`config.mk`:
```
export PLATFORM = sky130hd
export DESIGN_NAME = rcm_regbank
export DESIGN_NICKNAME = d
export VERILOG_FILES = /design/src/rtl/rcm_pkg.sv /design/src/rtl/rcm_regbank.sv /design/src/rtl/rcm_reg_mem.sv
export SDC_FILE = /design/constraint.sdc
export NUM_CORES = 1
export LEC_CHECK = 0
export BUFFER_PORTS_ARGS = -buffer_cell sky130_fd_sc_hd__buf_2
export CORE_MARGIN = 8
export CORE_UTILIZATION = 56
export CTS_BUF_LIST = sky130_fd_sc_hd__clkbuf_4
export DETAILED_ROUTE_END_ITERATION = 6
export GPL_TIMING_DRIVEN = 1
export PLACE_DENSITY = 0.81
export SETUP_SLACK_MARGIN = 0.15
export SLEW_MARGIN = 20
export SYNTH_ARGS = -nofsm -noshare
export SYNTH_HDL_FRONTEND = slang
export SYNTH_SLANG_ARGS = --single-unit
export TNS_END_PERCENT = 20
```
`constraint.sdc`:
```
create_clock -name i_clk -period 6.35 [get_ports i_clk]
set_input_delay 0.3175 -clock i_clk [delete_from_list [all_inputs] [get_ports i_clk]]
set_output_delay 0.3175 -clock i_clk [all_outputs]
set_load 0.01 [all_outputs]
```
`src/rtl/rcm_pkg.sv`:
```
// package: register map, field positions, reset values and timing for the rtc register bank
package rcm_pkg;
    localparam int unsigned REG_COUNT = 30;
    localparam logic [7:0] ADDR_CTRL1 = 8'h00;
    localparam logic [7:0] ADDR_CTRL2 = 8'h01;
    localparam logic [7:0] ADDR_CTRL3 = 8'h02;
    localparam logic [7:0] ADDR_TIME_FIRST = 8'h03;
    localparam logic [7:0] ADDR_TIME_LAST = 8'h09;
    localparam logic [7:0] ADDR_HOUR_ALARM = 8'h0c;
    localparam logic [7:0] ADDR_CLOCK_OUTPUT_CONTROL = 8'h0f;
    localparam logic [7:0] ADDR_TIMER_CTL = 8'h10;
    localparam logic [7:0] ADDR_TS_FIRST = 8'h13;
    localparam logic [7:0] ADDR_TS_LAST = 8'h18;
    localparam logic [7:0] ADDR_AGING = 8'h19;
    localparam logic [7:0] ADDR_RAM_HI = 8'h1a;
    localparam logic [7:0] ADDR_RAM_LO = 8'h1b;
    localparam logic [7:0] ADDR_RAM_WR = 8'h1c;
    localparam logic [7:0] ADDR_RAM_RD = 8'h1d;
    localparam logic [7:0] ADDR_WRAP_LAST = ADDR_RAM_LO;
    // control_status_one, hour alarm and clock-output field positions
    localparam int unsigned BIT_EXTERNAL_CLOCK_TEST_SELECT = 7;
    localparam int unsigned BIT_TEST = 6;
    localparam int unsigned BIT_STOP = 5;
    localparam int unsigned BIT_TAMPER_FLAG = 4;
    localparam int unsigned BIT_POWER_ON_RESET_OVERRIDE_ENABLE = 3;
    localparam int unsigned BIT_MODE_12H = 2;
    localparam int unsigned BIT_HOUR_ALARM_EN = 7;
    localparam int unsigned COF_LSB = 0;
    // reset values
    localparam logic [7:0] RST_CTRL = 8'h00;
    localparam logic [7:0] RST_CLOCK_OUTPUT_CONTROL = 8'h00;
    localparam logic [7:0] RST_TIMER_CTL = 8'h03;
    localparam logic [7:0] RST_AGING = 8'h08;
    localparam logic [7:0] RST_RAM_ADDR = 8'h00;
    // clock-output frequency selections
    localparam logic [2:0] COF_32K = 3'h0;
    localparam logic [2:0] COF_16K = 3'h1;
    localparam logic [2:0] COF_8K = 3'h2;
    localparam logic [2:0] COF_4K = 3'h3;
    localparam logic [2:0] COF_2K = 3'h4;
    localparam logic [2:0] COF_1K = 3'h5;
    localparam logic [2:0] COF_1HZ = 3'h6;
    // timing: 65.536 kHz tick from the 20 MHz system clock by phase accumulator
    localparam longint unsigned SYS_CLK_HZ = 20000000;
    localparam longint unsigned TICK_HZ = 65536;
    localparam logic [31:0] NCO_INC = 32'((TICK_HZ << 32) / SYS_CLK_HZ);
    localparam int unsigned DIV_W = 16;
    localparam int unsigned SYNC_STAGES = 2;

    typedef struct packed {
        logic external_clock_test_select;
        logic test;
        logic stop;
        logic tamper_flag;
        logic power_on_reset_override_enable;
        logic mode_12h;
        logic minute_irq_en;
        logic second_irq_en;
    } rcm_ctrl1_s;

    // unimplemented bit positions read as zero
    function automatic logic [7:0] rcm_bit_mask(input logic [7:0] a);
        case (a)
            8'h04, 8'h13, 8'h14: rcm_bit_mask = 8'h7f;
            8'h05, 8'h06, 8'h15, 8'h16: rcm_bit_mask = 8'h3f;
            8'h07: rcm_bit_mask = 8'h07;
            8'h08, 8'h17: rcm_bit_mask = 8'h1f;
            8'h0c, 8'h0d: rcm_bit_mask = 8'hbf;
            8'h0e: rcm_bit_mask = 8'h87;
            8'h0f: rcm_bit_mask = 8'hc7;
            8'h10: rcm_bit_mask = 8'he3;
            8'h12: rcm_bit_mask = 8'hdf;
            8'h19: rcm_bit_mask = 8'h0f;
            8'h1a: rcm_bit_mask = 8'h01;
            8'h1c, 8'h1d: rcm_bit_mask = 8'h00;
            default: rcm_bit_mask = (a < 8'(REG_COUNT)) ? 8'hff : 8'h00;
        endcase
    endfunction : rcm_bit_mask
endpackage : rcm_pkg

```
`src/rtl/rcm_regbank.sv`:
```
// rtc control register bank: byte registers, pointer, control_status_one, divider and clock out
// What this block does
// - unimplemented register bit positions always read back as zero
// - undefined bits come up arbitrary and keep their contents across resets
// - stop bit high halts rtc clock and clears the divider chain
// - clock output keeps its three highest frequencies while the rtc is stopped
// - bit 7 of control one selects external clock test mode
// - tamper pin at mid level sets bit 4; software clears it
// - bit 3 of control one enables the power-on reset override facility
// - bit 2 selects 12-hour mode with afternoon indicator, else 24-hour
// - hour alarm holds bcd hours with enable in bit 7
// - thirty byte registers; the lowest three are control and status
// - pointer increments per byte up to 1bh, then wraps to 00h
// - time counters freeze while clock or calendar registers are accessed
module rcm_regbank
    import rcm_pkg::*;
(
    input wire logic i_clk,
    input wire logic i_rst,
    input wire logic i_xfer_active,
    input wire logic i_ptr_load,
    input wire logic [7:0] i_addr,
    input wire logic i_wr,
    input wire logic [7:0] i_wdata,
    input wire logic i_rd,
    input wire logic i_tamper_mid,
    output logic [7:0] o_rdata,
    output logic o_rvalid,
    output logic [7:0] o_ptr,
    output logic o_clock_output_pin,
    output logic o_second_tick,
    output logic o_counters_frozen,
    output logic o_tamper_irq,
    output logic o_external_clock_test_select,
    output logic o_power_on_reset_override_enable,
    output logic o_mode_12h,
    output logic o_rtc_stopped,
    output logic o_hour_alarm_enable
);
    rcm_ctrl1_s ctrl1_r, ctrl1_nxt;
    logic [7:0] ctrl2_r, ctrl2_nxt, ctrl3_r, ctrl3_nxt;
    logic [7:0] clock_output_control_r, clock_output_control_nxt, timer_ctl_r, timer_ctl_nxt;
    logic [7:0] aging_r, aging_nxt, ram_hi_r, ram_hi_nxt, ram_lo_r, ram_lo_nxt;
    logic [7:0] ptr_r, ptr_nxt, raddr_r, raddr_nxt;
    logic rd_d1_r, rd_d1_nxt, rvalid_r, rvalid_nxt;
    logic [7:0] rdata_r, rdata_nxt;
    logic [SYNC_STAGES-1:0] tamper_sync_r;
    logic [31:0] nco_r, nco_nxt;
    logic tick_r, tick_nxt;
    logic [2:0] fast_r, fast_nxt;
    logic [DIV_W-1:0] div_r, div_nxt;
    logic sec_pend_r, sec_pend_nxt, sec_tick_r, sec_tick_nxt;
    logic time_touched_r, time_touched_nxt, clock_output_pin_r, clock_output_pin_nxt;
    logic hour_alarm_en_r;
    logic [7:0] mem_rdata, acc_addr, wmask, wval;
    logic mem_we, in_map, is_flop_reg, time_access;

    // access address: a pointer load and a data strobe in one cycle uses the new address
    assign acc_addr = i_ptr_load ? i_addr : ptr_r;
    assign in_map = acc_addr < 8'(REG_COUNT);
    assign wmask = rcm_bit_mask(acc_addr);
    assign wval = i_wdata & wmask;
    assign is_flop_reg = (acc_addr <= ADDR_CTRL3) || (acc_addr >= ADDR_CLOCK_OUTPUT_CONTROL
        && acc_addr <= ADDR_TIMER_CTL) || (acc_addr >= ADDR_AGING && acc_addr <= ADDR_RAM_LO);
    // timestamp registers are read-only; ram command ports hold no storage here
    assign mem_we = i_wr && in_map && !is_flop_reg && !(acc_addr >= ADDR_TS_FIRST
        && acc_addr <= ADDR_TS_LAST) && acc_addr < ADDR_RAM_WR;
    assign time_access = (i_wr || i_rd) && acc_addr >= ADDR_TIME_FIRST
        && acc_addr <= ADDR_TIME_LAST;

    rcm_reg_mem u_mem (
        .i_clk(i_clk),
        .i_we(mem_we),
        .i_waddr(acc_addr[4:0]),
        .i_wdata(wval),
        .i_raddr(acc_addr[4:0]),
        .o_rdata(mem_rdata)
    );

    // hour alarm enable shadow keeps its contents over reset like the stored byte
    always_ff @(posedge i_clk) begin
        if (i_wr && acc_addr == ADDR_HOUR_ALARM) begin
            hour_alarm_en_r <= i_wdata[BIT_HOUR_ALARM_EN];
        end
    end

    // register file, pointer and read path
    always_comb begin
        ctrl1_nxt = ctrl1_r;
        ctrl2_nxt = ctrl2_r;
        ctrl3_nxt = ctrl3_r;
        clock_output_control_nxt = clock_output_control_r;
        timer_ctl_nxt = timer_ctl_r;
        aging_nxt = aging_r;
        ram_hi_nxt = ram_hi_r;
        ram_lo_nxt = ram_lo_r;
        ptr_nxt = ptr_r;
        raddr_nxt = raddr_r;
        rd_d1_nxt = 1'b0;
        rvalid_nxt = rd_d1_r;
        rdata_nxt = rdata_r;
        if (i_ptr_load) begin
            ptr_nxt = i_addr;
        end
        if (i_wr && in_map) begin
            case (acc_addr)
                ADDR_CTRL1: begin
                    ctrl1_nxt = rcm_ctrl1_s'(i_wdata);
                    // flag: zero clears, one keeps
                    ctrl1_nxt.tamper_flag = ctrl1_r.tamper_flag
                        & i_wdata[BIT_TAMPER_FLAG];
                end
                ADDR_CTRL2: ctrl2_nxt = i_wdata;
                ADDR_CTRL3: ctrl3_nxt = i_wdata;
                ADDR_CLOCK_OUTPUT_CONTROL: clock_output_control_nxt = wval;
                ADDR_TIMER_CTL: timer_ctl_nxt = wval;
                ADDR_AGING: aging_nxt = wval;
                ADDR_RAM_HI: ram_hi_nxt = wval;
                ADDR_RAM_LO: ram_lo_nxt = wval;
                default: ;
            endcase
        end
        // a mid-level pin wins over a clearing write in the same cycle
        if (tamper_sync_r[SYNC_STAGES-1]) begin
            ctrl1_nxt.tamper_flag = 1'b1;
        end
        if (i_rd) begin
            raddr_nxt = acc_addr;
            rd_d1_nxt = 1'b1;
        end
        if (rd_d1_r) begin
            case (raddr_r)
                ADDR_CTRL1: rdata_nxt = ctrl1_r;
                ADDR_CTRL2: rdata_nxt = ctrl2_r;
                ADDR_CTRL3: rdata_nxt = ctrl3_r;
                ADDR_CLOCK_OUTPUT_CONTROL: rdata_nxt = clock_output_control_r;
                ADDR_TIMER_CTL: rdata_nxt = timer_ctl_r;
                ADDR_AGING: rdata_nxt = aging_r;
                ADDR_RAM_HI: rdata_nxt = ram_hi_r;
                ADDR_RAM_LO: rdata_nxt = ram_lo_r;
                default: rdata_nxt = mem_rdata & rcm_bit_mask(raddr_r);
            endcase
        end
        // ram command ports are reached only by direct address and hold the pointer
        if ((i_wr || i_rd) && acc_addr <= ADDR_WRAP_LAST) begin
            ptr_nxt = (acc_addr == ADDR_WRAP_LAST) ? ADDR_CTRL1 : acc_addr + 8'h01;
        end
    end

    always_ff @(posedge i_clk or posedge i_rst) begin
        if (i_rst) begin
            ctrl1_r <= rcm_ctrl1_s'(RST_CTRL);
            ctrl2_r <= RST_CTRL;
            ctrl3_r <= RST_CTRL;
            clock_output_control_r <= RST_CLOCK_OUTPUT_CONTROL;
            timer_ctl_r <= RST_TIMER_CTL;
            aging_r <= RST_AGING;
            ram_hi_r <= RST_RAM_ADDR;
            ram_lo_r <= RST_RAM_ADDR;
            ptr_r <= ADDR_CTRL1;
            raddr_r <= ADDR_CTRL1;
            rd_d1_r <= 1'b0;
            rvalid_r <= 1'b0;
            rdata_r <= 8'h00;
        end else begin
            ctrl1_r <= ctrl1_nxt;
            ctrl2_r <= ctrl2_nxt;
            ctrl3_r <= ctrl3_nxt;
            clock_output_control_r <= clock_output_control_nxt;
            timer_ctl_r <= timer_ctl_nxt;
            aging_r <= aging_nxt;
            ram_hi_r <= ram_hi_nxt;
            ram_lo_r <= ram_lo_nxt;
            ptr_r <= ptr_nxt;
            raddr_r <= raddr_nxt;
            rd_d1_r <= rd_d1_nxt;
            rvalid_r <= rvalid_nxt;
            rdata_r <= rdata_nxt;
        end
    end

    // tamper pin comes from outside: two stages before any use
    always_ff @(posedge i_clk or posedge i_rst) begin
        if (i_rst) begin
            tamper_sync_r <= '0;
        end else begin
            tamper_sync_r <= {tamper_sync_r[SYNC_STAGES-2:0], i_tamper_mid};
        end
    end

    // oscillator tick, divider chain, second carry and clock output
    always_comb begin
        logic [32:0] sum;
        sum = {1'b0, nco_r} + {1'b0, NCO_INC};
        nco_nxt = sum[31:0];
        tick_nxt = sum[32];
        fast_nxt = fast_r;
        div_nxt = div_r;
        sec_pend_nxt = sec_pend_r;
        sec_tick_nxt = 1'b0;
        time_touched_nxt = i_xfer_active && (time_touched_r || time_access);
        clock_output_pin_nxt = clock_output_pin_r;
        if (tick_r) begin
            // the oscillator itself keeps running for the fast clock output
            fast_nxt = fast_r + 3'h1;
            if (!ctrl1_r.stop) begin
                div_nxt = div_r + 16'h0001;
                if (div_r == '1) begin
                    sec_pend_nxt = 1'b1;
                end
            end
        end
        if (ctrl1_r.stop) begin
            div_nxt = '0;
            sec_pend_nxt = 1'b0;
        end
        // carry held back until the transfer ends, so no value tears
        if (sec_pend_r && !time_touched_r) begin
            sec_tick_nxt = 1'b1;
            sec_pend_nxt = 1'b0;
        end
        case (clock_output_control_r[COF_LSB+:3])
            COF_32K: clock_output_pin_nxt = fast_r[0];
            COF_16K: clock_output_pin_nxt = fast_r[1];
            COF_8K: clock_output_pin_nxt = fast_r[2];
            COF_4K: clock_output_pin_nxt = div_r[3];
            COF_2K: clock_output_pin_nxt = div_r[4];
            COF_1K: clock_output_pin_nxt = div_r[5];
            COF_1HZ: clock_output_pin_nxt = div_r[DIV_W-1];
            default: clock_output_pin_nxt = 1'b0;
        endcase
    end

    always_ff @(posedge i_clk or posedge i_rst) begin
        if (i_rst) begin
            nco_r <= '0;
            tick_r <= 1'b0;
            fast_r <= '0;
            div_r <= '0;
            sec_pend_r <= 1'b0;
            sec_tick_r <= 1'b0;
            time_touched_r <= 1'b0;
            clock_output_pin_r <= 1'b0;
        end else begin
            nco_r <= nco_nxt;
            tick_r <= tick_nxt;
            fast_r <= fast_nxt;
            div_r <= div_nxt;
            sec_pend_r <= sec_pend_nxt;
            sec_tick_r <= sec_tick_nxt;
            time_touched_r <= time_touched_nxt;
            clock_output_pin_r <= clock_output_pin_nxt;
        end
    end

    assign o_rdata = rdata_r;
    assign o_rvalid = rvalid_r;
    assign o_ptr = ptr_r;
    assign o_clock_output_pin = clock_output_pin_r;
    assign o_second_tick = sec_tick_r;
    assign o_counters_frozen = time_touched_r;
    assign o_tamper_irq = ctrl1_r.tamper_flag;
    assign o_external_clock_test_select = ctrl1_r.external_clock_test_select;
    assign o_power_on_reset_override_enable = ctrl1_r.power_on_reset_override_enable;
    assign o_mode_12h = ctrl1_r.mode_12h;
    assign o_rtc_stopped = ctrl1_r.stop;
    assign o_hour_alarm_enable = hour_alarm_en_r;

    a_flag_set_wins: assert property (@(posedge i_clk) disable iff (i_rst)
        tamper_sync_r[SYNC_STAGES-1] |=> ctrl1_r.tamper_flag)
        else $error("tamper flag not set");
    a_flag_write_one_keeps: assert property (@(posedge i_clk) disable iff (i_rst)
        (i_wr && acc_addr == ADDR_CTRL1 && i_wdata[BIT_TAMPER_FLAG] && ctrl1_r.tamper_flag)
        |=> ctrl1_r.tamper_flag)
        else $error("writing one changed the flag");
    a_flag_write_zero: assert property (@(posedge i_clk) disable iff (i_rst)
        (i_wr && acc_addr == ADDR_CTRL1 && !i_wdata[BIT_TAMPER_FLAG]
        && !tamper_sync_r[SYNC_STAGES-1]) |=> !ctrl1_r.tamper_flag)
        else $error("writing zero did not clear the flag");
    a_stop_clears_div: assert property (@(posedge i_clk) disable iff (i_rst)
        ctrl1_r.stop |=> div_r == '0)
        else $error("divider chain not held at zero");
    a_ptr_wrap: assert property (@(posedge i_clk) disable iff (i_rst)
        (i_wr || i_rd) && acc_addr == ADDR_WRAP_LAST |=> ptr_r == ADDR_CTRL1)
        else $error("pointer did not wrap");
    a_ptr_incr: assert property (@(posedge i_clk) disable iff (i_rst)
        (i_rd && acc_addr < ADDR_WRAP_LAST && !i_ptr_load) |=> ptr_r == $past(ptr_r) + 8'h01)
        else $error("pointer did not increment");
    a_read_masked: assert property (@(posedge i_clk) disable iff (i_rst)
        rd_d1_r |=> (rdata_r & ~rcm_bit_mask($past(raddr_r))) == 8'h00)
        else $error("unimplemented bit read as one");
    a_frozen_no_tick: assert property (@(posedge i_clk) disable iff (i_rst)
        time_touched_r |=> !sec_tick_r)
        else $error("second carry during a frozen transfer");
    a_read_latency: assert property (@(posedge i_clk) disable iff (i_rst)
        i_rd |-> ##2 o_rvalid)
        else $error("read answer not two cycles later");
    a_fast_clock_output_pin_stop: assert property (@(posedge i_clk) disable iff (i_rst)
        ctrl1_r.stop && tick_r |=> fast_r == $past(fast_r) + 3'h1)
        else $error("fast clock output halted by stop");
    c_tamper_clear: cover property (@(posedge i_clk) disable iff (i_rst)
        ctrl1_r.tamper_flag ##1 !ctrl1_r.tamper_flag);
    c_wrap: cover property (@(posedge i_clk) disable iff (i_rst)
        i_rd && acc_addr == ADDR_WRAP_LAST ##1 i_rd && acc_addr == ADDR_CTRL1);
    c_sec_tick: cover property (@(posedge i_clk) disable iff (i_rst) sec_tick_r);
    c_stop: cover property (@(posedge i_clk) disable iff (i_rst)
        ctrl1_r.stop && clock_output_pin_r != $past(clock_output_pin_r));
endmodule : rcm_regbank

```
`src/rtl/rcm_reg_mem.sv`:
```
// storage for registers whose contents are undefined at power-on and kept over resets
module rcm_reg_mem
    import rcm_pkg::*;
(
    input wire logic i_clk,
    input wire logic i_we,
    input wire logic [4:0] i_waddr,
    input wire logic [7:0] i_wdata,
    input wire logic [4:0] i_raddr,
    output logic [7:0] o_rdata
);
    // no reset on purpose: contents survive every reset
    logic [7:0] mem [REG_COUNT];

    always_ff @(posedge i_clk) begin
        if (i_we) begin
            mem[i_waddr] <= i_wdata;
        end
        o_rdata <= mem[i_raddr];
    end
endmodule : rcm_reg_mem

```
==> results_tabular.tex, run 1 <==
\begin{tabular}{lr}
\hline
Metric & Value \\
\hline
\multicolumn{2}{l}{\textbf{Clock network}} \\
\quad Clock sinks & 395 \\
\quad Clock-pin slew reported for the worst setup and hold paths after clock tree synthesis & around 60 ps \\
\quad CTS HTree Levels & 3 \\
\quad Clock tree from TritonCTS & yes \\
\quad Clock Tree Buf Depth & 3 \\
\quad Cts bufs inserted & 98 \\
\quad Clk Latency, worst-skew pair & just under 800 ps \\
\quad Cell at the root of the clock tree & sky130\_fd\_sc\_hd\_\_clkbuf\_4 \\
\multicolumn{2}{l}{\textbf{Yosys}} \\
\quad Post-synthesis sequential area ratio & 66.4\% \\
\quad Mapped cell area & between 15000 and 20000 µm² \\
\quad Mapped Cells & approximately 1100 \\
\quad Synthesis-stage register bit count & 395 \\
\quad Cell type with the largest total area after synthesis & sky130\_fd\_sc\_hd\_\_edfxtp\_1 \\
\quad Library cell with the highest instance count after synthesis & sky130\_fd\_sc\_hd\_\_edfxtp\_1 \\
\quad Average cell area after synthesis & around 15 µm² \\
\quad EDFF count, synth & between 200 and 250 \\
\quad Async set-reset flop share out of synthesis & a little under two fifths \\
\quad Portion of synthesized cell area occupied by the leading cell type & a little over two fifths \\
\quad Synth unique cells & roughly 70 \\
\quad Commonest cells in the synthesized netlist & 241 x sky130\_fd\_sc\_hd\_\_edfxtp\_1, 143 x sky130\_fd\_sc\_hd\_\_dfrtp\_1, 95 x sky130\_fd\_sc\_hd\_\_nor2\_1, 89 x sky130\_fd\_sc\_hd\_\_nand2\_1, 64 x sky130\_fd\_sc\_hd\_\_mux2\_2 \\
\quad Post-synth top flop & sky130\_fd\_sc\_hd\_\_edfxtp\_1 \\
\quad Largest cells by area after synthesis & sky130\_fd\_sc\_hd\_\_edfxtp\_1 44\%, sky130\_fd\_sc\_hd\_\_dfrtp\_1 22\%, sky130\_fd\_sc\_hd\_\_mux4\_2 7.2\%, sky130\_fd\_sc\_hd\_\_mux2\_2 4.3\%, sky130\_fd\_sc\_hd\_\_nor2\_1 2.1\% \\
\quad Yosys warning total & 0 \\
\multicolumn{2}{l}{\textbf{Detailed routing}} \\
\quad DRC marker count from the first detailed-route iteration & between 1000 and 1500 \\
\quad Average routed wire per standard cell & 20.3 µm \\
\quad First drt pass iteration count & 6 \\
\quad Via-per-instance ratio & 5.88 \\
\quad Total wirelength of the detailed-routed design & $\sim$37 mm \\
\quad Count of nets left with antenna violations after detail routing & 0 \\
\quad Post-detailed-route DRC marker count & 0 \\
\quad Vias post-DR & 10700 \\
\multicolumn{2}{l}{\textbf{Die}} \\
\quad Total Die Area & about 35000 µm² \\
\quad Number of primary I/O pins & 49 \\
\quad Initial Utilization & between 50\% and 60\% \\
\quad Vertical die dimension & around 190 µm \\
\quad Floorplan core area & between 20000 and 30000 µm² \\
\quad Num rows & 63 \\
\quad X dimension of the die & 188 µm \\
\multicolumn{2}{l}{\textbf{Global route}} \\
\quad Vias in the first global route & about 11000 \\
\quad Largest net degree at the start of global routing & 85 \\
\quad First-pass GRT wire length & around 59 mm \\
\quad Antenna violations before repair & 2 \\
\quad Overall Global Routing Usage & about a fifth \\
\quad Total global routing overflow & 0 \\
\multicolumn{2}{l}{\textbf{Pwr}} \\
\quad Comb power frac & between 10\% and 20\% \\
\quad Internal power component & $\sim$0.0042 W \\
\quad Power per standard cell area & 296 nW/µm² \\
\quad Sequential fraction of design power & between 50\% and 60\% \\
\quad Total leakage power & between 7 and 8 nW \\
\quad Reported net switching power & 0.00145 W \\
\quad IR drop worst, VDD & $\sim$210 µV \\
\quad Sw frac & 25.9\% \\
\quad Proportion of power drawn by the clock network & 37.7\% \\
\multicolumn{2}{l}{\textbf{Finish}} \\
\quad Final standard cell area without fillers & between 15000 and 20000 µm² \\
\quad Synth-to-Final Area Change & 14.3\% \\
\quad Number of filler cells placed in the layout & roughly 2100 \\
\quad Fraction of layout cells with a size suffix above 1 & about 25\% \\
\quad Number of nets in the final layout & 1372 \\
\multicolumn{2}{l}{\textbf{Place}} \\
\quad Total of buffers placed on input and output ports & 48 \\
\quad Global placer's final weighted congestion & approximately 0.96 \\
\quad Area post-placement & roughly 18000 µm² \\
\quad Sum of net half-perimeters after detailed placement & approximately 24 mm \\
\multicolumn{2}{l}{\textbf{Worst setup path}} \\
\quad Crit Path Category & reg2reg \\
\quad Arrival time of the worst setup path & $\sim$4500 ps \\
\quad Critical path fanouts, max & 35 \\
\quad Endpoint class of the critical path & register \\
\quad Required arrival time at the worst endpoint & between 6000 and 7000 ps \\
\quad Type of element launching the critical path & register \\
\multicolumn{2}{l}{\textbf{Outcome}} \\
\quad Result of the run & completed \\
\multicolumn{2}{l}{\textbf{Worst hold path}} \\
\quad Class of the most critical hold timing path & in2reg \\
\multicolumn{2}{l}{\textbf{STA}} \\
\quad Final clock skew & about 97 ps \\
\quad Post-Route Setup TNS & 0 ps \\
\quad Worst slew slack as a fraction of its limit & 26.2\% \\
\quad Highest achievable clock rate & approximately 0.25 GHz \\
\quad Number of setup violations in the final report & 0 \\
\quad RSZ-0062 raised after global routing & no \\
\quad Slew @ Worst Pin & 1100 ps \\
\quad Fraction of the cycle the final worst path needs & between 60\% and 70\% \\
\quad Final hold violation count & 0 \\
\quad Post-layout min period & between 3000 and 4000 ps \\
\quad Count of pins over their slew limit & 0 \\
\multicolumn{2}{l}{\textbf{Flow run}} \\
\quad Number of max-capacitance violations reported & 0 \\
\hline
\end{tabular}
## critical path: stages (launching register included)
cell                      delay (ps)
sky130_fd_sc_hd__dfrtp_1         410
sky130_fd_sc_hd__mux2i_2         150
sky130_fd_sc_hd__buf_4           260
sky130_fd_sc_hd__inv_4           210
sky130_fd_sc_hd__ha_1            390
sky130_fd_sc_hd__inv_1           190
sky130_fd_sc_hd__nor2_1           60
sky130_fd_sc_hd__a32o_1          250
sky130_fd_sc_hd__or2_1           270
sky130_fd_sc_hd__or3_1           410
sky130_fd_sc_hd__o211a_1         640
sky130_fd_sc_hd__mux2_2          480
## per-stage QoR
stage               instances  power, W  util (%)  hold WS (ps)  setup WS, ps
floorplan                1209   0.00334         -           331          1720
detailed placement       1615   0.00354      59.6           352          2030
finish                   1812   0.00562      64.5          49.9          2430
global placement         1615   0.00352      59.6           348          2160
CTS                      1810   0.00566      64.5          8.79          2390
global route             1812   0.00586      64.5          46.9          2120
## area by class of cell
type	instances	area (µm²)	area share, %
Tap cell	390	488	2.57
Inverter	16	67.6	0.355
Sequential cell	395	11100	58.1
Clock inverter	33	190	1.00
Antenna cell	2	5.00	0.0263
Clock buffer	146	1100	5.76
Multi-Input combinational cell	749	5590	29.4
Timing Repair Buffer	81	528	2.78
## kinds of logic after synthesis
family	Yosys count	share of synthesized area, %
muxes	138	13.0
adders and majority gates	8	0.602
and+or+nand+nor	299	8.46
buffers and inverters	65	1.64
xor gates and xnor gates	39	2.05
other	1	0.0225
DFF	395	66.4
AOI/OAI and AO/OA	193	7.72
## metal layers
metal  part of all wire (%)  track usage [%]  vias up
li1                       -                -     4752
met1                     39             26.6     5259
met2                     49             33.7      563
met3                    9.5             5.91       76
met4                    2.3             7.70        0
met5                      0                0        -
## cell usage in the layout, fill, tap and decap left out, types with 23 or more instances in the layout
cell	synthesis	routed
sky130_fd_sc_hd__a21oi_1	30	29
sky130_fd_sc_hd__a22oi_1	33	33
sky130_fd_sc_hd__buf_2	11	48
sky130_fd_sc_hd__clkbuf_4	0	146
sky130_fd_sc_hd__conb_1	1	72
sky130_fd_sc_hd__dfrtp_1	143	143
sky130_fd_sc_hd__edfxtp_1	241	241
sky130_fd_sc_hd__mux2_2	64	64
sky130_fd_sc_hd__mux4_2	53	53
sky130_fd_sc_hd__nand2_1	89	89
sky130_fd_sc_hd__nor2_1	95	95
sky130_fd_sc_hd__o21ai_0	46	46
sky130_fd_sc_hd__xnor2_1	23	23
## sequential cells by signal (all words and copies together), names as in the netlist, 8 cells and up
name and count:
ctrl3_r 8, u_mem.o_rdata 8, raddr_r 8, div_r 16
nco_r 30, clock_output_control_r 8, timer_ctl_r 8, ram_hi_r 8
ram_lo_r 8, o_rdata 8, o_ptr 8, u_mem.mem 240
ctrl2_r 8, aging_r 8
## final timing paths
kind | slack (ps) | cells past startpoint | end | startpoint
max | 2430 | 11 | timer_ctl_r[2] | o_ptr[0]
min | 50 | 3 | raddr_r[2] | i_addr[2]
max reg2reg | 2430 | 11 | timer_ctl_r[2] | o_ptr[0]
min reg2reg | 380 | 0 | tamper_sync_r[1] | tamper_sync_r[0]
max in group asynchronous | 4730 | 4 | ram_hi_r[1] | i_rst
min in group asynchronous | 290 | 3 | nco_r[24] | i_rst
## timing repair
item / 4_1_cts / 5_1_grt
endpoints found under the hold margin: 136 / 0
resized for setup: 0 / 0
setup buffers: 0 / 0
endpoints found under the setup margin: 0 / 0
hold buffers: 16 / 0
## power by group through the flow
stage | Sequential, W | Combinational, W | Clock, W
global placement | 0.00293 | 0.000582 | 0
global route | 0.00290 | 0.000661 | 0.00230
floorplan | 0.00291 | 0.000428 | 0
detailed placement | 0.00294 | 0.000598 | 0
finish | 0.00289 | 0.000614 | 0.00212
CTS | 0.00289 | 0.000608 | 0.00217
Power figures use the tool's default switching activity.
==> run 2, diff against run 1 <==
==> constraint.sdc (replaced) <==
create_clock -name i_clk -period 3.7 [get_ports i_clk]
set_input_delay 0.185 -clock i_clk [delete_from_list [all_inputs] [get_ports i_clk]]
set_output_delay 0.185 -clock i_clk [all_outputs]
set_load 0.01 [all_outputs]
==> run 2 against run 1 <==
  * Critical path depth shrank 3
  * Register-to-register slack got worse by 2000 ps
  * Total power rose by 70%
  * Sequential cell count did not move
==> results_tabular.tex, run 2 (synthesized netlist as in run 1, its figures left out) <==
\begin{tabular}{lr}
\hline
Metric & Value \\
\hline
\multicolumn{2}{l}{\textbf{Outcome}} \\
\quad Result of the run & completed \\
\multicolumn{2}{l}{\textbf{Clock network}} \\
\quad Clock-pin slew reported for the worst setup and hold paths after clock tree synthesis & 70 ps (about the same) \\
\quad Cell at the root of the clock tree & sky130\_fd\_sc\_hd\_\_clkbuf\_4 \\
\quad CTS HTree Levels & 3 (unchanged) \\
\quad Clock Tree Buf Depth & 3 (unchanged) \\
\quad Clock sinks & 395 (unchanged) \\
\quad Clock tree from TritonCTS & yes \\
\quad Clk Latency, worst-skew pair & 780 ps (about the same) \\
\quad Cts bufs inserted & 98 (unchanged) \\
\quad Number of post-CTS setup repair buffers & 0 (unchanged) \\
\multicolumn{2}{l}{\textbf{Flow run}} \\
\quad Number of max-capacitance violations reported & 0 (unchanged) \\
\multicolumn{2}{l}{\textbf{Worst setup path}} \\
\quad Register-to-register setup slack & 420 ps (-2010 ps) \\
\quad Startpoint of the worst-slack reg-to-reg timing path & o\_ptr[0] \\
\quad Crit Path Category & reg2reg \\
\quad Cell mode on critical path & sky130\_fd\_sc\_hd\_\_nor4\_1 \\
\quad Required arrival time at the worst endpoint & 4060 ps (-2870 ps) \\
\quad Total buffers and inverters traversed by the critical path & 1 (-2) \\
\quad Startpoint of the worst setup timing path & o\_ptr[0] \\
\quad Endpoint class of the critical path & register \\
\quad Crit path to & u\_mem.mem[20][3] \\
\quad Type of element launching the critical path & register \\
\quad Arrival time of the worst setup path & 3640 ps (-870 ps) \\
\quad Capture instance of the worst register-to-register path & u\_mem.mem[20][3] \\
\quad Slowest cell on the critical path & sky130\_fd\_sc\_hd\_\_a21oi\_4 \\
\quad Number of cells on the worst reg-to-reg path & 8 (-3) \\
\quad Critical path fanouts, max & 34 (-2.9\%) \\
\quad Critical-path cell list & mux2i\_4 -> buf\_4 -> ha\_1 -> or2\_2 -> a32o\_1 -> nor4\_1 -> nor4\_1 -> a21oi\_4 \\
\quad Critical path's top delay family & compound AO/OA/AOI/OAI gates \\
\quad Delay of the slowest cell on the worst path & 720 ps (+80 ps) \\
\quad Number of logic stages on the critical path including buffering & 8 (-3) \\
\multicolumn{2}{l}{\textbf{Pwr}} \\
\quad Total leakage power & 7.58 nW (+2.7\%) \\
\quad Internal power component & 0.00707 W (+70\%) \\
\quad Power per standard cell area & 495 nW/µm² (+67\%) \\
\quad Sw frac & 26.1\% (+0.27 points) \\
\quad Comb power frac & 11.2\% (+0.3 points) \\
\quad Final Total Pwr & 0.00957 W (+70\%) \\
\quad Reported net switching power & 0.00250 W (+72\%) \\
\quad IR drop worst, VDD & 240 µV (+14\%) \\
\quad Proportion of power drawn by the clock network & 36.8\% (-0.9 points) \\
\quad Sequential fraction of design power & 52.0\% (+0.6 points) \\
\multicolumn{2}{l}{\textbf{Worst hold path}} \\
\quad Class of the most critical hold timing path & in2reg \\
\quad Cells on Worst Hold Path & 2 (-1) \\
\multicolumn{2}{l}{\textbf{Global route}} \\
\quad Largest net degree at the start of global routing & 89 (+4.7\%) \\
\quad First-pass GRT wire length & 61.0 mm (+4.3\%) \\
\quad Overall Global Routing Usage & 21.9\% (+1.1 points) \\
\quad Total global routing overflow & 0 (unchanged) \\
\quad Vias in the first global route & 11200 (+4.0\%) \\
\quad Antenna violations before repair & 1 (-1) \\
\multicolumn{2}{l}{\textbf{Finish}} \\
\quad Number of flip-flops under the largest register name & 240 (unchanged) \\
\quad Number of nets in the final layout & 1418 (+3.4\%) \\
\quad Synth-to-Final Area Change & 16.2\% \\
\quad Registers with the most flip-flops & u\_mem.mem (240), nco\_r (30), div\_r (16) \\
\quad Register area & 11100 µm² (unchanged) \\
\quad Most frequent cells in the layout & 241 x sky130\_fd\_sc\_hd\_\_edfxtp\_1, 143 x sky130\_fd\_sc\_hd\_\_dfrtp\_1, 143 x sky130\_fd\_sc\_hd\_\_clkbuf\_4 \\
\quad Fraction of layout cells with a size suffix above 1 & 27.3\% (+1.9 points) \\
\quad Largest register by flop count & u\_mem.mem \\
\quad Most common cell after layout, fill and taps aside & sky130\_fd\_sc\_hd\_\_edfxtp\_1 \\
\quad Area of the multi-input gates & 5620 µm² (+0.60\%) \\
\quad Number of filler cells placed in the layout & 2104 (-0.38\%) \\
\multicolumn{2}{l}{\textbf{STA}} \\
\quad Final hold slack & 86.1 ps (+36.2 ps) \\
\quad Count of pins over their slew limit & 0 (unchanged) \\
\quad Fraction of the cycle the final worst path needs & 88.7\% (+27 points) \\
\quad Slew @ Worst Pin & 1060 ps (-33.6 ps) \\
\quad Final hold violation count & 0 (unchanged) \\
\quad Post-layout min period & 3280 ps (-642 ps) \\
\quad Final clock skew & 101 ps (+4.34 ps) \\
\quad Post-Route Setup TNS & 0 ps (unchanged) \\
\quad Highest achievable clock rate & 0.305 GHz (+20\%) \\
\quad Worst slew slack as a fraction of its limit & 28.3\% (+2.1 points) \\
\quad RSZ-0062 raised after global routing & no \\
\quad Number of setup violations in the final report & 0 (unchanged) \\
\multicolumn{2}{l}{\textbf{Die}} \\
\quad Number of primary I/O pins & 49 (unchanged) \\
\quad Floorplan core area & 29500 µm² (unchanged) \\
\quad Vertical die dimension & 188 µm (unchanged) \\
\quad Initial Utilization & 56.4\% (unchanged) \\
\quad Total Die Area & 35500 µm² (unchanged) \\
\quad X dimension of the die & 188 µm (unchanged) \\
\quad Num rows & 63 (unchanged) \\
\multicolumn{2}{l}{\textbf{Detailed routing}} \\
\quad Post-detailed-route DRC marker count & 0 (unchanged) \\
\quad Vias post-DR & 11000 (+2.9\%) \\
\quad Average routed wire per standard cell & 21.3 µm (+5.0\%) \\
\quad Via-per-instance ratio & 5.96 (+1.4\%) \\
\quad First drt pass iteration count & 5 (-1) \\
\quad DRC marker count from the first detailed-route iteration & 1167 (+14\%) \\
\quad Total wirelength of the detailed-routed design & 39.2 mm (+6.6\%) \\
\quad Count of nets left with antenna violations after detail routing & 0 (unchanged) \\
\multicolumn{2}{l}{\textbf{Place}} \\
\quad Total of buffers placed on input and output ports & 48 (unchanged) \\
\quad Sum of net half-perimeters after detailed placement & 25.2 mm (+6.6\%) \\
\quad Global placer's final weighted congestion & 0.906 (-5.7\%) \\
\hline
\end{tabular}
-- run 2: changes by cell type in the layout (fill, tap and decap cells not counted), moves of 3 or more --
cell	before	now
sky130_fd_sc_hd__clkbuf_4	146	143
sky130_fd_sc_hd__clkinv_2	6	1
sky130_fd_sc_hd__clkinv_1	21	11
sky130_fd_sc_hd__dlygate4sd3_1	16	19
sky130_fd_sc_hd__buf_4	17	57
-- run 2: worst min path at each step --
| stage | startpoint | to |
|---|---|---|
| after global routing | i_tamper_mid | tamper_sync_r[0] |
| after floorplan | i_rd | rd_d1_r |
| after detailed placement | i_tamper_mid | tamper_sync_r[0] |
| final | i_tamper_mid | tamper_sync_r[0] |
| after global placement | i_tamper_mid | tamper_sync_r[0] |
| after CTS | i_tamper_mid | tamper_sync_r[0] |
-- run 2: what timing repair did --
item	in CTS	in global routing
endpoints found under the hold margin	101	0
setup endpoints to repair	0	30
hold buffers	19	0
gates resized for setup	0	0
-- run 2: final cells by class --
type,instances,share of cell area [%]
Multi-Input combinational cell,750,29.1
Tap cell,390,2.52
Clock buffer,143,5.55
Antenna cell,1,0.0129
Sequential cell,395,57.2
Timing Repair Buffer,126,4.65
Clock inverter,19,0.686
Inverter,16,0.343
-- run 2: power groups by stage --
stage / registers, W / logic (W) / clock network (W)
3_3_place_gp: 0.00505 / 0.00103 / 0
6_report: 0.00498 / 0.00107 / 0.00352
2_1_floorplan: 0.00500 / 0.000739 / 0
5_1_grt: 0.00499 / 0.00116 / 0.00382
4_1_cts: 0.00497 / 0.00107 / 0.00359
3_5_place_dp: 0.00506 / 0.00105 / 0
-- run 2: worst reg2reg max path, stage by stage, from the launching register on --
cell and delay, ps:
sky130_fd_sc_hd__dfrtp_1 430, sky130_fd_sc_hd__mux2i_4 110, sky130_fd_sc_hd__buf_4 210, sky130_fd_sc_hd__ha_1 300, sky130_fd_sc_hd__or2_2 360, sky130_fd_sc_hd__a32o_1 260
sky130_fd_sc_hd__nor4_1 330, sky130_fd_sc_hd__nor4_1 140, sky130_fd_sc_hd__a21oi_4 720
-- run 2: per-layer routing --
metal / GRT usage (%) / wire length [µm]
met5: 0 / 0
met2: 35.1 / 18800
met3: 5.01 / 3340
met1: 28.3 / 15500
met4: 10.3 / 1510
-- run 2: per-stage QoR --
step,setup WS (ps),cell area [µm²],cells,utilization [%]
after floorplan,-249,16900,1209,-
after global placement,479,17900,1657,60.8
after detailed placement,316,17900,1657,60.8
after CTS,233,19300,1838,65.5
after global routing,261,19300,1840,65.6
final,420,19300,1840,65.6
==> run 3, diff against run 2 <==
==> constraint.sdc (replaced) <==
create_clock -name i_clk -period 3.7 [get_ports i_clk]
set_input_delay 0.74 -clock i_clk [delete_from_list [all_inputs] [get_ports i_clk]]
set_output_delay 0.74 -clock i_clk [all_outputs]
set_load 0.01 [all_outputs]
==> run 3 against run 2 <==
  * The run now ends with design-rule violations left
  * Global-route usage increased by 0.12 points
  * Design area is 0.47% higher
  * Die area unchanged
  * Hold slack improved by 30 ps
  * Clock skew decreased by 49 ps
  * Core utilization increased by 0.31 points
  * Sequential cell count unchanged
  * Routed wire length down 1.9%
  * Register-to-register slack gained 170 ps
  * Clock power up 3%
  * Combinational power about the same
  * Via count fell by 0.23%
  * Critical endpoint is now u_mem.mem[5][6]
==> results_tabular.tex, run 3 (synthesized netlist as in run 1, its figures left out) <==
\begin{tabular}{lr}
\hline
Metric & Value \\
\hline
\multicolumn{2}{l}{\textbf{Clock network}} \\
\quad Clk Latency, worst-skew pair & 740 ps (-40 ps) \\
\quad Post-cts resize count & 0 (unchanged) \\
\quad Clock-pin slew reported for the worst setup and hold paths after clock tree synthesis & 70 ps (about the same) \\
\quad Clock Tree Buf Depth & 3 (unchanged) \\
\quad Cts bufs inserted & 96 (-2.0\%) \\
\quad Clock sinks & 395 (unchanged) \\
\quad Clock tree from TritonCTS & yes \\
\quad Number of post-CTS setup repair buffers & 0 (unchanged) \\
\quad Number of buffers inserted for hold repair after clock tree synthesis & 0 (-19) \\
\quad Cell at the root of the clock tree & sky130\_fd\_sc\_hd\_\_clkbuf\_4 \\
\quad CTS HTree Levels & 3 (unchanged) \\
\multicolumn{2}{l}{\textbf{Worst setup path}} \\
\quad Critical path's top delay family & compound AO/OA/AOI/OAI gates \\
\quad Required arrival time at the worst endpoint & 4130 ps (+70 ps) \\
\quad Register-to-register setup slack & 580 ps (+170 ps) \\
\quad Total buffers and inverters traversed by the critical path & 2 (+1) \\
\quad Critical-path cell list & mux2i\_4 -> buf\_4 -> ha\_4 -> a211oi\_1 -> a211oi\_1 -> nor4\_1 -> o41ai\_1 -> nor2\_1 -> buf\_4 \\
\quad Startpoint of the worst setup timing path & o\_ptr[1] \\
\quad Endpoint class of the critical path & register \\
\quad Crit Path Category & reg2reg \\
\quad Capture instance of the worst register-to-register path & u\_mem.mem[5][6] \\
\quad Number of cells on the worst reg-to-reg path & 9 (+1) \\
\quad Arrival time of the worst setup path & 3550 ps (-90 ps) \\
\quad Critical path fanouts, max & 30 (-12\%) \\
\quad Crit path to & u\_mem.mem[5][6] \\
\quad Slowest cell on the critical path & sky130\_fd\_sc\_hd\_\_a211oi\_1 \\
\quad Number of logic stages on the critical path including buffering & 9 (+1) \\
\quad Type of element launching the critical path & register \\
\quad Startpoint of the worst-slack reg-to-reg timing path & o\_ptr[1] \\
\quad Delay of the slowest cell on the worst path & 740 ps (+20 ps) \\
\multicolumn{2}{l}{\textbf{Pwr}} \\
\quad Power per standard cell area & 500 nW/µm² (+1.0\%) \\
\quad Final Total Pwr & 0.00971 W (+1.5\%) \\
\quad Total leakage power & 7.63 nW (+0.76\%) \\
\quad IR drop worst, VDD & 243 µV (+1.4\%) \\
\multicolumn{2}{l}{\textbf{Place}} \\
\quad Global placer's final weighted congestion & 0.929 (+2.6\%) \\
\quad Post-placement worst setup slack & 24.0 ps (-292 ps) \\
\quad Sum of net half-perimeters after detailed placement & 25.2 mm (+0.36\%) \\
\quad Total of buffers placed on input and output ports & 48 (unchanged) \\
\quad Number of cells in the design after placement & 1672 (+0.91\%) \\
\multicolumn{2}{l}{\textbf{STA}} \\
\quad Count of pins over their slew limit & 0 (unchanged) \\
\quad Final hold violation count & 0 (unchanged) \\
\quad Slew @ Worst Pin & 921 ps (-143 ps) \\
\quad Highest achievable clock rate & 0.321 GHz (+5.3\%) \\
\quad Number of setup violations in the final report & 0 (unchanged) \\
\quad RSZ-0062 raised after global routing & no \\
\quad Post-layout min period & 3120 ps (-165 ps) \\
\quad Fraction of the cycle the final worst path needs & 84.2\% (-4.5 points) \\
\quad Worst slew slack as a fraction of its limit & 38.4\% (+10 points) \\
\quad Worst Slack Setup Final & 585 ps (+165 ps) \\
\quad Final clock skew & 52.2 ps (-49.2 ps) \\
\multicolumn{2}{l}{\textbf{Die}} \\
\quad Vertical die dimension & 188 µm (unchanged) \\
\quad X dimension of the die & 188 µm (unchanged) \\
\quad Floorplan core area & 29500 µm² (unchanged) \\
\quad Number of primary I/O pins & 49 (unchanged) \\
\quad Num rows & 63 (unchanged) \\
\quad Initial Utilization & 56.4\% (unchanged) \\
\quad Total Die Area & 35500 µm² (unchanged) \\
\multicolumn{2}{l}{\textbf{Global route}} \\
\quad Total global routing overflow & 0 (unchanged) \\
\quad Overall Global Routing Usage & 22.1\% (+0.12 points) \\
\quad First-pass GRT wire length & 61.6 mm (+0.87\%) \\
\quad Largest net degree at the start of global routing & 67 (-25\%) \\
\quad Vias in the first global route & 11200 (+0.29\%) \\
\quad Antenna violations before repair & 1 (unchanged) \\
\multicolumn{2}{l}{\textbf{Detailed routing}} \\
\quad Via-per-instance ratio & 5.90 (-0.98\%) \\
\quad Average routed wire per standard cell & 20.7 µm (-2.6\%) \\
\quad DRC marker count from the first detailed-route iteration & 1119 (-4.1\%) \\
\quad Count of nets left with antenna violations after detail routing & 0 (unchanged) \\
\quad Post-detailed-route DRC marker count & 2 (+2) \\
\quad First drt pass iteration count & 7 (+2) \\
\quad Vias post-DR & 10900 (-0.23\%) \\
\quad Total wirelength of the detailed-routed design & 38.5 mm (-1.9\%) \\
\multicolumn{2}{l}{\textbf{Finish}} \\
\quad Registers with the most flip-flops & u\_mem.mem (240), nco\_r (30), div\_r (16) \\
\quad Number of nets in the final layout & 1411 (-0.49\%) \\
\quad Fraction of layout cells with a size suffix above 1 & 29.0\% (+1.7 points) \\
\quad Non-Filler Instances & 1854 (+0.76\%) \\
\quad Most frequent cells in the layout & 241 x sky130\_fd\_sc\_hd\_\_edfxtp\_1, 147 x sky130\_fd\_sc\_hd\_\_clkbuf\_4, 143 x sky130\_fd\_sc\_hd\_\_dfrtp\_1 \\
\quad Number of flip-flops under the largest register name & 240 (unchanged) \\
\quad Synth-to-Final Area Change & 16.8\% \\
\quad Share of the core filled with cells & 65.9\% (+0.31 points) \\
\quad Largest register by flop count & u\_mem.mem \\
\quad Most common cell after layout, fill and taps aside & sky130\_fd\_sc\_hd\_\_edfxtp\_1 \\
\multicolumn{2}{l}{\textbf{Outcome}} \\
\quad Violated checks & design-rule violations \\
\quad Result of the run & finished, violations left \\
\multicolumn{2}{l}{\textbf{Flow run}} \\
\quad Number of max-capacitance violations reported & 0 (unchanged) \\
\multicolumn{2}{l}{\textbf{Worst hold path}} \\
\quad Start point of the worst min-delay path & i\_tamper\_mid \\
\quad Class of the most critical hold timing path & in2reg \\
\hline
\end{tabular}
[run 3: cell count changes in the layout (fill, tap and decap cells not counted), sizes merged, moves of 4 or more]
cell	change
buf	+15
dlygate4sd3	-19
clkinv	+13
clkbuf	+4
[run 3: worst min path at each step]
| stage | endpoint | slack (ps) | cells past startpoint |
|---|---|---|---|
| after global routing | tamper_sync_r[0] | 50 | 1 |
| after CTS | tamper_sync_r[0] | 50 | 1 |
| after detailed placement | tamper_sync_r[1] | 340 | 0 |
| after floorplan | tamper_sync_r[1] | 330 | 0 |
| after global placement | tamper_sync_r[1] | 350 | 0 |
| final | tamper_sync_r[0] | 120 | 1 |
[run 3: per-layer routing]
metal	GRT usage, %	routed length [µm]
met1	27.8	15100
met2	35.0	18500
met3	6.30	3610
met4	10.4	1350
met5	0	0
[run 3: final cells by class]
cell class                      count  area, µm²
Clock inverter                     33        191
Clock buffer                      147       1100
Tap cell                          390        488
Multi-Input combinational cell    749       5670
Fill cell                        2063      10100
Sequential cell                   395      11100
Inverter                           16       68.8
Timing Repair Buffer              122        846
Antenna cell                        2       5.00
[run 3: where the power goes]
part | switching [W] | internal, W
Clock | 0.00173 | 0.00191
Sequential | 0.000134 | 0.00484
Combinational | 0.000635 | 0.000463
[run 3: metrics by stage]
step	setup TNS (ps)	hold slack, ps	area (µm²)
after CTS	0	47.3	19400
final	0	116	19400
after detailed placement	0	342	18100
after floorplan	-45830	331	17100
after global placement	0	345	18100
after global routing	0	46.5	19400
